[config.mk]
export PLATFORM = sky130hd
export DESIGN_NAME = tpfc_top
export DESIGN_NICKNAME = d
export VERILOG_FILES = /design/src/common/tpfc_pkg.sv /design/src/hdl/tpfc_top.sv
export SDC_FILE = /design/constraint.sdc
export NUM_CORES = 1
export LEC_CHECK = 0
export BUFFER_PORTS_ARGS = -buffer_cell sky130_fd_sc_hd__buf_2
export CAP_MARGIN = 30
export CORE_MARGIN = 2
export CORE_UTILIZATION = 55
export CTS_CLUSTER_SIZE = 40
export DETAILED_ROUTE_END_ITERATION = 10
export PLACE_DENSITY = 0.8
export SYNTH_ARGS = -nofsm -noshare
export SYNTH_HDL_FRONTEND = slang
export SYNTH_SLANG_ARGS = --single-unit
[constraint.sdc]
create_clock -name clock_i -period 4.3 [get_ports clock_i]
set_input_delay 0.43 -clock clock_i [delete_from_list [all_inputs] [get_ports clock_i]]
set_output_delay 0.43 -clock clock_i [all_outputs]
set_load 0.005 [all_outputs]
[src/common/tpfc_pkg.sv]
// package of constants and types for the transmit pause flow control unit
`default_nettype none
package tpfc_pkg;
    // ---------------------------------------------------------------
    // sizes
    // ---------------------------------------------------------------
    localparam int unsigned NUM_QUEUES = 8;
    localparam int unsigned QIDX_W = 3;
    localparam int unsigned ADDR_W = 12;
    localparam int unsigned DATA_W = 32;
    localparam int unsigned QUANTA_W = 16;
    // ---------------------------------------------------------------
    // register offsets (word index)
    // ---------------------------------------------------------------
    localparam logic [11:0] OFF_REVISION = 12'h600;
    localparam logic [11:0] OFF_SCRATCH = 12'h601;
    localparam logic [11:0] OFF_STRING0 = 12'h602;
    localparam logic [11:0] OFF_STRING1 = 12'h603;
    localparam logic [11:0] OFF_STRING2 = 12'h604;
    localparam logic [11:0] OFF_PAUSE_EN = 12'h605;
    localparam logic [11:0] OFF_PAUSE_REQ = 12'h606;
    localparam logic [11:0] OFF_RESEND_EN = 12'h607;
    localparam logic [11:0] OFF_RESEND_INTERVAL = 12'h608;
    localparam logic [11:0] OFF_PAUSE_QUANTA = 12'h609;
    localparam logic [11:0] OFF_QUEUE_INDEX = 12'h60a;
    // ---------------------------------------------------------------
    // reset values and identity (identity values are arbitrary)
    // ---------------------------------------------------------------
    localparam logic [31:0] REVISION_VALUE = 32'h0000_0001;
    localparam logic [31:0] STRING_WORD0 = 32'h5446_4354;
    localparam logic [31:0] STRING_WORD1 = 32'h524c_5f50;
    localparam logic [31:0] STRING_WORD2 = 32'h4155_5345;
    localparam logic [31:0] SCRATCH_RESET = 32'h0000_0000;
    localparam logic [7:0] PAUSE_EN_RESET = 8'hff;
    localparam logic [7:0] PAUSE_REQ_RESET = 8'h00;
    localparam logic [7:0] RESEND_EN_RESET = 8'hff;
    localparam logic [15:0] QUANTA_RESET = 16'hffff;
    // ---------------------------------------------------------------
    // timing: one quantum is 512 bit times; datapath bits per clock
    // ---------------------------------------------------------------
    localparam int unsigned QUANTUM_BITS = 512;
    localparam int unsigned DATAPATH_BITS = 512;
    localparam int unsigned QUANTUM_CYCLES = (QUANTUM_BITS + DATAPATH_BITS - 1) / DATAPATH_BITS;
    localparam logic [8:0] QUANTUM_LAST = 9'(QUANTUM_CYCLES - 1);
    // ---------------------------------------------------------------
    // frame request to the transmit datapath
    // ---------------------------------------------------------------
    typedef struct packed {
        logic valid;
        logic xon;
        logic [2:0] queue;
        logic [15:0] quanta;
    } tpfc_frame_s;
endpackage
`default_nettype wire

[src/hdl/tpfc_top.sv]
// transmit pause flow control unit: registers, queue tables, frame scheduler
//
// Overview of operation
// - interval and quanta registers show the table entry picked by queue index.
// - read-only 32-bit revision register at the first offset.
// - read-write 32-bit scratch register, no effect, resets to zero.
// - three read-only words give the variant string, first characters in the high byte of the lowest word.
// - pause frames go out only when enabled; request from pin or register.
// - each enable bit gates pause for its own queue.
// - enable, request and resend-enable fields are one bit per queue; interval and quanta are 16 bits per queue.
// - request rising with enable set inserts an XOFF frame; request resets zero.
// - with resend enabled, XOFF repeats every interval while request stays high.
// - request falling with enable set inserts an XON frame.
// - intervals and durations count quanta of 512 bit times.
//
// The plain strobed port was decided locally.
`timescale 1ns/1ps
`default_nettype none
module tpfc_top
(
    // clock and reset
    input wire logic clock_i,
    input wire logic rst_i,
    // register port
    input wire logic [11:0] addr_i,
    input wire logic [31:0] wdata_i,
    input wire logic wr_i,
    input wire logic rd_i,
    output logic [31:0] rdata_o,
    // client pause request, one bit per queue, same clock
    input wire logic [7:0] pause_req_i,
    // pause frame request to the transmit datapath
    output tpfc_pkg::tpfc_frame_s frame_o,
    input wire logic frame_ack_i
);
    // ---------------------------------------------------------------
    // register file
    // ---------------------------------------------------------------
    logic [31:0] scratch_q;
    logic [7:0] pause_en_q;
    logic [7:0] req_reg_q;
    logic [7:0] resend_en_q;
    logic [2:0] qidx_q;
    logic [15:0] interval_tab [0:7];
    logic [15:0] quanta_tab [0:7];
    logic [31:0] rdata_q;

    // ---------------------------------------------------------------
    // register decode
    // ---------------------------------------------------------------
    // true when a strobe hits the given register offset
    function automatic logic tpfc_hit(input logic strobe, input logic [11:0] addr,
        input logic [11:0] offset);
        return strobe && addr == offset;
    endfunction

    wire wr_scratch = tpfc_hit(wr_i, addr_i, tpfc_pkg::OFF_SCRATCH);
    wire wr_en = tpfc_hit(wr_i, addr_i, tpfc_pkg::OFF_PAUSE_EN);
    wire wr_req = tpfc_hit(wr_i, addr_i, tpfc_pkg::OFF_PAUSE_REQ);
    wire wr_resend = tpfc_hit(wr_i, addr_i, tpfc_pkg::OFF_RESEND_EN);
    wire wr_interval = tpfc_hit(wr_i, addr_i, tpfc_pkg::OFF_RESEND_INTERVAL);
    wire wr_quanta = tpfc_hit(wr_i, addr_i, tpfc_pkg::OFF_PAUSE_QUANTA);
    wire wr_qidx = tpfc_hit(wr_i, addr_i, tpfc_pkg::OFF_QUEUE_INDEX);

    logic [31:0] rd_mux;
    always_comb
    begin
        unique case (addr_i)
            tpfc_pkg::OFF_REVISION: rd_mux = tpfc_pkg::REVISION_VALUE;
            tpfc_pkg::OFF_SCRATCH: rd_mux = scratch_q;
            tpfc_pkg::OFF_STRING0: rd_mux = tpfc_pkg::STRING_WORD0;
            tpfc_pkg::OFF_STRING1: rd_mux = tpfc_pkg::STRING_WORD1;
            tpfc_pkg::OFF_STRING2: rd_mux = tpfc_pkg::STRING_WORD2;
            tpfc_pkg::OFF_PAUSE_EN: rd_mux = {24'h000000, pause_en_q};
            tpfc_pkg::OFF_PAUSE_REQ: rd_mux = {24'h000000, req_reg_q};
            tpfc_pkg::OFF_RESEND_EN: rd_mux = {24'h000000, resend_en_q};
            tpfc_pkg::OFF_RESEND_INTERVAL: rd_mux = {16'h0000, interval_tab[qidx_q]};
            tpfc_pkg::OFF_PAUSE_QUANTA: rd_mux = {16'h0000, quanta_tab[qidx_q]};
            tpfc_pkg::OFF_QUEUE_INDEX: rd_mux = {29'h0, qidx_q};
            default: rd_mux = 32'h0000_0000;
        endcase
    end

    // scratch word, no effect on the unit
    always_ff @(posedge clock_i)
    begin
        if (rst_i)
            scratch_q <= tpfc_pkg::SCRATCH_RESET;
        else if (wr_scratch)
            scratch_q <= wdata_i;
    end

    always_ff @(posedge clock_i)
    begin
        if (rst_i)
            pause_en_q <= tpfc_pkg::PAUSE_EN_RESET;
        else if (wr_en)
            pause_en_q <= wdata_i[7:0];
    end

    always_ff @(posedge clock_i)
    begin
        if (rst_i)
            req_reg_q <= tpfc_pkg::PAUSE_REQ_RESET;
        else if (wr_req)
            req_reg_q <= wdata_i[7:0];
    end

    always_ff @(posedge clock_i)
    begin
        if (rst_i)
            resend_en_q <= tpfc_pkg::RESEND_EN_RESET;
        else if (wr_resend)
            resend_en_q <= wdata_i[7:0];
    end

    // table index for the interval and quanta windows
    always_ff @(posedge clock_i)
    begin
        if (rst_i)
            qidx_q <= 3'h0;
        else if (wr_qidx)
            qidx_q <= wdata_i[2:0];
    end

    // read data stands one cycle, zero otherwise
    always_ff @(posedge clock_i)
    begin
        if (rst_i)
            rdata_q <= 32'h0000_0000;
        else
            rdata_q <= rd_i ? rd_mux : 32'h0000_0000;
    end

    always_ff @(posedge clock_i)
    begin
        if (rst_i)
        begin
            for (int i = 0; i < 8; i++)
            begin
                interval_tab[i] <= tpfc_pkg::QUANTA_RESET;
                quanta_tab[i] <= tpfc_pkg::QUANTA_RESET;
            end
        end
        else
        begin
            if (wr_interval)
                interval_tab[qidx_q] <= wdata_i[15:0];
            if (wr_quanta)
                quanta_tab[qidx_q] <= wdata_i[15:0];
        end
    end

    assign rdata_o = rdata_q;

    // ---------------------------------------------------------------
    // quantum tick: one enable pulse per 512 bit times
    // ---------------------------------------------------------------
    logic [8:0] qdiv_q;
    logic tick_q;
    always_ff @(posedge clock_i)
    begin
        if (rst_i)
        begin
            tick_q <= 1'b0;
        end
        else
        begin
            tick_q <= qdiv_q == tpfc_pkg::QUANTUM_LAST;
        end
    end

    // divider toward the quantum boundary
    always_ff @(posedge clock_i)
    begin
        if (rst_i)
            qdiv_q <= 9'h000;
        else
            qdiv_q <= (qdiv_q == tpfc_pkg::QUANTUM_LAST) ? 9'h000 : qdiv_q + 9'h001;
    end

    // ---------------------------------------------------------------
    // per-queue request tracking and pending frames
    // ---------------------------------------------------------------
    wire [7:0] req_now = pause_req_i | req_reg_q;
    logic [7:0] req_prev_q;
    logic [7:0] xoff_pend_q;
    logic [7:0] xon_pend_q;
    logic [15:0] timer_q [0:7];
    logic [7:0] timer_run_q;
    tpfc_pkg::tpfc_frame_s frame_q;

    wire [7:0] rise = req_now & ~req_prev_q & pause_en_q;
    wire [7:0] fall = ~req_now & req_prev_q & pause_en_q;
    logic [7:0] expire;
    always_comb
    begin
        for (int i = 0; i < 8; i++)
            expire[i] = timer_run_q[i] && tick_q && timer_q[i] == 16'h0000
                && req_now[i] && resend_en_q[i] && pause_en_q[i];
    end

    // ---------------------------------------------------------------
    // frame selection
    // ---------------------------------------------------------------
    // lowest-numbered pending queue is served first
    function automatic logic [2:0] tpfc_lowest(input logic [7:0] bits);
        logic [2:0] idx;
        idx = 3'h0;
        for (int i = 7; i >= 0; i--)
            if (bits[i])
                idx = 3'(i);
        return idx;
    endfunction

    wire [7:0] pend = xoff_pend_q | xon_pend_q;
    wire [2:0] pick = tpfc_lowest(pend);
    wire launch = (pend != 8'h00) && (!frame_q.valid || frame_ack_i);
    wire [7:0] sent = launch ? (8'h01 << pick) : 8'h00;
    wire launch_xoff = launch && xoff_pend_q[pick];
    wire launch_xon = !xoff_pend_q[pick];
    wire [15:0] launch_quanta = xoff_pend_q[pick] ? quanta_tab[pick] : 16'h0000;

    // ---------------------------------------------------------------
    // request edges and pending flags
    // ---------------------------------------------------------------
    always_ff @(posedge clock_i)
    begin
        if (rst_i)
            req_prev_q <= 8'h00;
        else
            req_prev_q <= req_now;
    end

    // a new event wins over the launch that clears its flag
    always_ff @(posedge clock_i)
    begin
        if (rst_i)
            xoff_pend_q <= 8'h00;
        else
            xoff_pend_q <= (xoff_pend_q & ~sent & ~fall) | rise | expire;
    end

    always_ff @(posedge clock_i)
    begin
        if (rst_i)
            xon_pend_q <= 8'h00;
        else
            xon_pend_q <= (xon_pend_q & ~sent & ~rise) | fall;
    end

    // ---------------------------------------------------------------
    // resend timers
    // ---------------------------------------------------------------

    always_ff @(posedge clock_i)
    begin
        if (rst_i)
        begin
            timer_run_q <= 8'h00;
            for (int i = 0; i < 8; i++)
                timer_q[i] <= 16'h0000;
        end
        else
        begin
            for (int i = 0; i < 8; i++)
            begin
                if (launch_xoff && pick == 3'(i))
                begin
                    timer_run_q[i] <= 1'b1;
                    timer_q[i] <= interval_tab[i];
                end
                else if (!req_now[i] || expire[i])
                    timer_run_q[i] <= 1'b0;
                else if (tick_q && timer_q[i] != 16'h0000)
                    timer_q[i] <= timer_q[i] - 16'h0001;
            end
        end
    end

    // ---------------------------------------------------------------
    // frame output, held until the datapath accepts it
    // ---------------------------------------------------------------
    always_ff @(posedge clock_i)
    begin
        if (rst_i)
            frame_q <= '0;
        else if (launch)
        begin
            frame_q.valid <= 1'b1;
            frame_q.xon <= launch_xon;
            frame_q.queue <= pick;
            frame_q.quanta <= launch_quanta;
        end
        else if (frame_ack_i)
            frame_q.valid <= 1'b0;
    end

    assign frame_o = frame_q;
endmodule
`default_nettype wire

==> results of run 1 <==
[worst max-delay path: cells and delay by family, from the launching register on]
kind	cells	cell delay, ns
simple gates	4	1.71
compound gates	2	0.92
flops	1	0.45
[metrics by stage]
stage,instances,worst slack (ns),util (%)
floorplan,2497,0.4936,-
global placement,3107,0.8861,57.57
detailed placement,3110,0.7752,57.66
CTS,3214,0.8445,61.66
global route,3216,0.6454,61.71
finish,3217,0.8292,61.71
[registers in the layout, summed over array words and instances (netlist names), named ones only]
| name | flops |
|---|---|
| timer_q | 128 |
| req_prev_q | 8 |
| req_reg_q | 8 |
| xon_pend_q | 8 |
| resend_en_q | 8 |
| frame_o | 21 |
| tick_q | 1 |
| qdiv_q | 9 |
| rdata_o | 32 |
| interval_tab | 128 |
| scratch_q | 32 |
| xoff_pend_q | 8 |
| timer_run_q | 8 |
| qidx_q | 3 |
| quanta_tab | 128 |
| pause_en_q | 8 |
[metal layers]
| layer | global-route usage, % | vias up | wire length [um] |
|---|---|---|---|
| li1 | - | 9298 | - |
| met4 | 19.35 | 2 | 5587 |
| met3 | 7.314 | 336 | 10750 |
| met2 | 50.35 | 1686 | 37590 |
| met1 | 43.35 | 10432 | 30030 |
| met5 | 0 | - | 11 |
[area by class of cell]
cell class,count,area [um2]
fill,3736,18630
sequential,541,14680
multi-input combinational,1749,11450
clock buffer,73,1580
timing repair buffer,169,1045
tap,622,778.2
clock inverter,31,366.6
inverter,30,112.6
antenna,2,5.005
[kinds of logic after synthesis]
family	Yosys count	synth area share, %
compound gates	447	11.25
xor+xnor	110	3.580
fa+ha+maj	18	0.8370
buf+inv	207	3.050
flops	541	54.53
mux	99	6.691
simple gates	1075	20.06
[power groups by stage]
stage                     Combinational, mW  Clock [mW]  Sequential, mW
final                                  1.27        5.15            5.99
after global routing                   1.36        5.38            6.02
after CTS                              1.24        5.16            5.99
after detailed placement               1.22           0            6.10
after global placement                 1.18           0            6.08
after floorplan                       0.783           0            6.05
[how the worst max path moves through the flow]
stage               cells after the start                               end                         start  slack, ns
floorplan                               7  interval_tab[3][0]$_SDFFCE_PN1P_                     addr_i[5]       0.49
global placement                        7  interval_tab[1][6]$_SDFFCE_PN1P_                     addr_i[5]       0.89
detailed placement                      7   quanta_tab[1][12]$_SDFFCE_PN1P_                     addr_i[5]       0.78
CTS                                     6      timer_q[0][42]$_SDFFCE_PN0P_  timer_q[0][41]$_SDFFCE_PN0P_       0.84
global route                            6      timer_q[0][42]$_SDFFCE_PN0P_  timer_q[0][41]$_SDFFCE_PN0P_       0.65
finish                                  6      timer_q[0][41]$_SDFFCE_PN0P_  timer_q[0][41]$_SDFFCE_PN0P_       0.83
[placed cells by master (no fill, tap or decap), drive strengths merged, types with 18 or more instances in the layout]
| cell | count |
|---|---|
| edfxtp | 384 |
| nor2 | 288 |
| nand2 | 273 |
| buf | 169 |
| dfxtp | 157 |
| or3 | 108 |
| a21oi | 106 |
| or2 | 104 |
| a211oi | 90 |
| nand2b | 73 |
| clkbuf | 73 |
| o21ai | 71 |
| xnor2 | 65 |
| mux4 | 64 |
| nor3 | 53 |
| xor2 | 45 |
| nand3 | 42 |
| a2111oi | 38 |
| nor4 | 36 |
| o22ai | 35 |
| inv | 31 |
| mux2i | 28 |
| clkinv | 21 |
| and3 | 18 |
| ha | 18 |
==> results.cfg, run 1 <==
[hold_path]
hold_start = wdata_i[17]
hold_end = scratch_q[17]$_SDFFE_PP0P_
hold_path_depth = 3
min_path_type = input pin to register

[logic_synthesis]
synthFlopType = edfxtp_1
synth_nets = 2572
yosysSeqAreaShare_pct = 54.53
yosysMostFrequentCell = edfxtp_1
synth_top_cell_by_area = edfxtp_1
synth_edf_count = 384
synth_top_cell_area_share_pct = 42.85
synthArstFlopShare_pct = 0
synthCells = 2497
synth_area_leaders = edfxtp_1 43%, dfxtp_1 12%, mux4_2 5.4%
synth_cell_types = 84
avgSynthCellArea_um2 = 10.78
syn_area_um2 = 26910
synth.yosys.warnings = 0
synth_top_cells_by_count = 384 x edfxtp_1, 287 x nor2_1, 269 x nand2_1, 157 x dfxtp_1, 151 x clkbuf_1
ys_ff_latch = 541

[global_routing]
grt_max_degree = 54
antenna_found_initial = 6
grt_use_total_pct = 32.94
grt_overflow = 0
grt_pass1_vias = 20752
grt_first_pass_wirelength_mm = 125.3

[run_status]
outcome = finished, final reports clean

[clock_tree]
cts-hold-fix-buffers = 0
cts_resized = 0
cts_sinks = 541
h-tree-depth = 2
cts_made_buffers = 56
cts_tree = built
postCtsSetupRepairBufs = 0
clkSlewWorstSetupHoldPaths_ns = 0.07
cts_root_buf = clkbuf_16
cts_buffer_depth = 3
clock_latency_ns = 0.64

[timing]
timing.hold.ws_ns = 0.02116
maxSlewViolCount = 0
rsz0062_at_grt = false
maxSlewHeadroom_pct = 26.38
setup_tns_ns = 0
finalClockSkew_ns = 0.03649
fin_crit_sh_pct = 80.72
setup_viol = 0
max_freq_mhz = 288.1
finalHoldViolCount = 0
worst_pin_slew_ns = 1.096
fin_crit_ns = 3.471

[final_layout]
nets = 2622
layout-drive-gt1-share_pct = 16.97
final_cell_area_um2 = 30020
synthToLayoutAreaGrowth_pct = 11.57

[placed_design]
numPortBuffers = 109
place_area_um2 = 28050
place_hpwl_mm = 57.95
routabilityCongestion = 1.018

[floorplan]
coreArea_um2 = 48650
row_count = 81
initial_core_util_pct = 55.31
die_y_um = 225.2
die-area_um2 = 50710
die_w_um = 225.2
boundaryPins = 110

[setup_path]
critical_path_class = register to register
r2r_start = timer_q[0][41]$_SDFFCE_PN0P_
crit_chain = or4_1, or3_1, o32ai_1, or2_2, a21o_1, nand2_1
cp.required_ns = 4.51
crit_path_top_delay_cell = or4_1
r2r-end = timer_q[0][41]$_SDFFCE_PN0P_
max_stage_delay_ns = 0.60
r2r_cells = 6
cp_data_arrival_time_ns = 3.68
rrSetupSlack_ns = 0.83
worstSetupStartpointType = register
critPathMaxFanout = 17
end_kind = register

[power]
p_comb_share_pct = 10.3
p_int_mw = 9.217
vdd_ir_drop_max_v = 0.0003586
p_sw_mw = 3.204
power_density_nw_per_um2 = 413.7
p_total_mw = 12.42
p_seq_share_pct = 48.3
p_leak_nw = 9.341
pwr-share-clk_pct = 41.5
swShare_pct = 25.80

[routing]
drtAntennaViolNets = 0
via_count = 21754
firstDrtPassIters = 6
route.detailed.drc = 0
wl_mm = 83.97
viasPerCell = 6.762
drtIter0Drc = 3425
avgRoutedWirePerCell_um = 26.10

[flow_run]
drv_cap = 0
No activity file was read; power rests on OpenSTA's default activity.
==> inputs of run 2 (changes only) <==
--- a/config.mk
+++ b/config.mk
@@ -11,7 +11,7 @@
 export CORE_UTILIZATION = 55
 export CTS_CLUSTER_SIZE = 40
 export DETAILED_ROUTE_END_ITERATION = 10
-export PLACE_DENSITY = 0.8
+export PLACE_DENSITY = 0.83
 export SYNTH_ARGS = -nofsm -noshare
 export SYNTH_HDL_FRONTEND = slang
 export SYNTH_SLANG_ARGS = --single-unit
==> constraint.sdc (replaced) <==
create_clock -name clock_i -period 2.9 [get_ports clock_i]
set_input_delay 0.29 -clock clock_i [delete_from_list [all_inputs] [get_ports clock_i]]
set_output_delay 0.29 -clock clock_i [all_outputs]
set_load 0.005 [all_outputs]
==> run 2 against run 1 <==
  * Via count rose by 2.0%
  * Register-to-register slack got worse by 0.81 ns
  * Die area did not move
  * Sequential share of layout area fell by 1.8 points
  * Final cell count rose by 2.9%
  * Largest cell class unchanged
  * Non-clock buffer count rose by 90
  * Highest routed layer unchanged
  * Cell area rose by 3.9%
  * Critical path depth did not move
  * Total power rose by 54%
  * Worst hold slack improved by 0.022 ns
  * Wire length rose by 1.2%
==> results.cfg, run 2 (synthesized netlist as in run 1, its figures left out) <==
[setup_path]
end_kind = register
cp_top_family = simple AND/OR/NAND/NOR gates
path_buf_inv = 0
cp.required_ns = 3.16
critical_path_class = register to register
max_stage_delay_ns = 0.58
crit_path_top_delay_cell = or4_1
cp_data_arrival_time_ns = 3.14
crit_chain = or4_1, or3_1, o32ai_1, or2_2, a21o_1, nand2_2
critPathMaxFanout = 16
worstSetupStartpointType = register

[routing]
route.detailed.drc = 0
viasPerCell = 6.704
via_count = 22185
avgRoutedWirePerCell_um = 25.68
drtAntennaViolNets = 0
firstDrtPassIters = 7
drtIter0Drc = 3324
wl_mm = 84.98

[clock_tree]
cts_tree = built
h-tree-depth = 2
cts_buffer_depth = 3
cts_sinks = 541
clkSlewWorstSetupHoldPaths_ns = 0.06
clock_latency_ns = 0.64
cts_made_buffers = 56
cts_root_buf = clkbuf_16

[placed_design]
place_hpwl_mm = 57.60
routabilityCongestion = 0.9682
dp_cells = 3180
pre_cts_ws_ns = -0.01689
place_area_um2 = 28870
numPortBuffers = 109

[global_routing]
grt_pass1_vias = 21025
grt_overflow = 0
grt_max_degree = 52
antenna_found_initial = 3
grt_use_total_pct = 33.10
grt_first_pass_wirelength_mm = 125.6

[timing]
worst_pin_slew_ns = 0.9429
finalHoldViolCount = 0
setup_slack_ns = 0.02002
finalClockSkew_ns = 0.04242
setup_viol = 0
fin_crit_sh_pct = 99.31
maxSlewViolCount = 0
fin_crit_ns = 2.880
maxSlewHeadroom_pct = 36.80
timing.hold.ws_ns = 0.04291
max_freq_mhz = 347.2
rsz0062_at_grt = true

[power]
power_density_nw_per_um2 = 611.8
vdd_ir_drop_max_v = 0.0004980
p_leak_nw = 9.894

[floorplan]
die_w_um = 225.2
coreArea_um2 = 48650
boundaryPins = 110
die_y_um = 225.2
initial_core_util_pct = 55.31
die-area_um2 = 50710
row_count = 81

[run_status]
outcome = finished, final reports clean

[final_layout]
largestRegisters = interval_tab: 128 flops, quanta_tab: 128 flops, timer_q: 128 flops
final_cell_mix = 384 x edfxtp_1, 287 x nor2_1, 264 x nand2_1
final_cell_area_um2 = 31190
synthToLayoutAreaGrowth_pct = 15.90
nets = 2712
layout-drive-gt1-share_pct = 19.52
final_common_cell = edfxtp_1
fin_cells = 3309
final_util_pct = 64.11

[flow_run]
drv_cap = 0

[hold_path]
min_path_type = input pin to register
## run 2: cell count changes in the layout (fill, tap and decap cells not counted), moves of 5 or more
cell / change
buf_12: +21
buf_4: +51
bufinv_16: +6
dlygate4sd3_1: +21
nand2_1: -5
nand2_2: +5
## run 2: area by class of cell
type                    count  area (um2)
multi-input cells        1749       11510
inverters                  30       112.6
well taps                 622       778.2
fillers                  3478       17460
flip-flops and latches    541       14680
clock inverters            36       559.3
clock buffers              70        1526
diodes                      2       5.005
repair buffers            259        2014
## run 2: path summary, 6_finish.rpt
kind	slack [ns]	cells after the start	to	start
max	0.02	6	timer_q[0][41]$_SDFFCE_PN0P_	timer_q[0][42]$_SDFFCE_PN0P_
min	0.04	3	req_prev_q[6]$_SDFF_PP0_	pause_req_i[6]
max reg2reg	0.02	6	timer_q[0][41]$_SDFFCE_PN0P_	timer_q[0][42]$_SDFFCE_PN0P_
min reg2reg	0.45	2	frame_o[7]$_SDFFE_PP0P_	frame_o[7]$_SDFFE_PP0P_
## run 2: per-layer routing
layer	vias up	routed length [um]	track usage, %
met5	-	33	0
met4	4	5572	18.59
li1	9462	-	-
met1	10750	30290	43.05
met2	1614	38200	50.78
met3	355	10890	8.409
## run 2: what timing repair did
item                                   in CTS  in global routing
hold buffers                               21                  0
setup endpoints to repair                   0                  9
gates resized for setup                     0                  3
buffers inserted                            0                  0
endpoints found under the hold margin      28                  0
## run 2: power breakdown
part / internal (mW) / switching [mW]
clock: 4.92 / 3.18
combinational: 0.725 / 1.37
sequential: 8.61 / 0.275
## run 2: worst reg2reg max path: stages, from the launching register on
cell	delay (ns)
edfxtp_1	0.41
or4_1	0.58
or3_1	0.44
o32ai_1	0.42
or2_2	0.18
a21o_1	0.21
nand2_2	0.28
## run 2: through the flow
stage | TNS [ns] | total power [mW]
finish | 0 | 19.08
global route | -0.01785 | 19.51
CTS | 0 | 19.01
detailed placement | -0.4644 | 11.00
global placement | 0 | 10.91
floorplan | -23.26 | 10.13
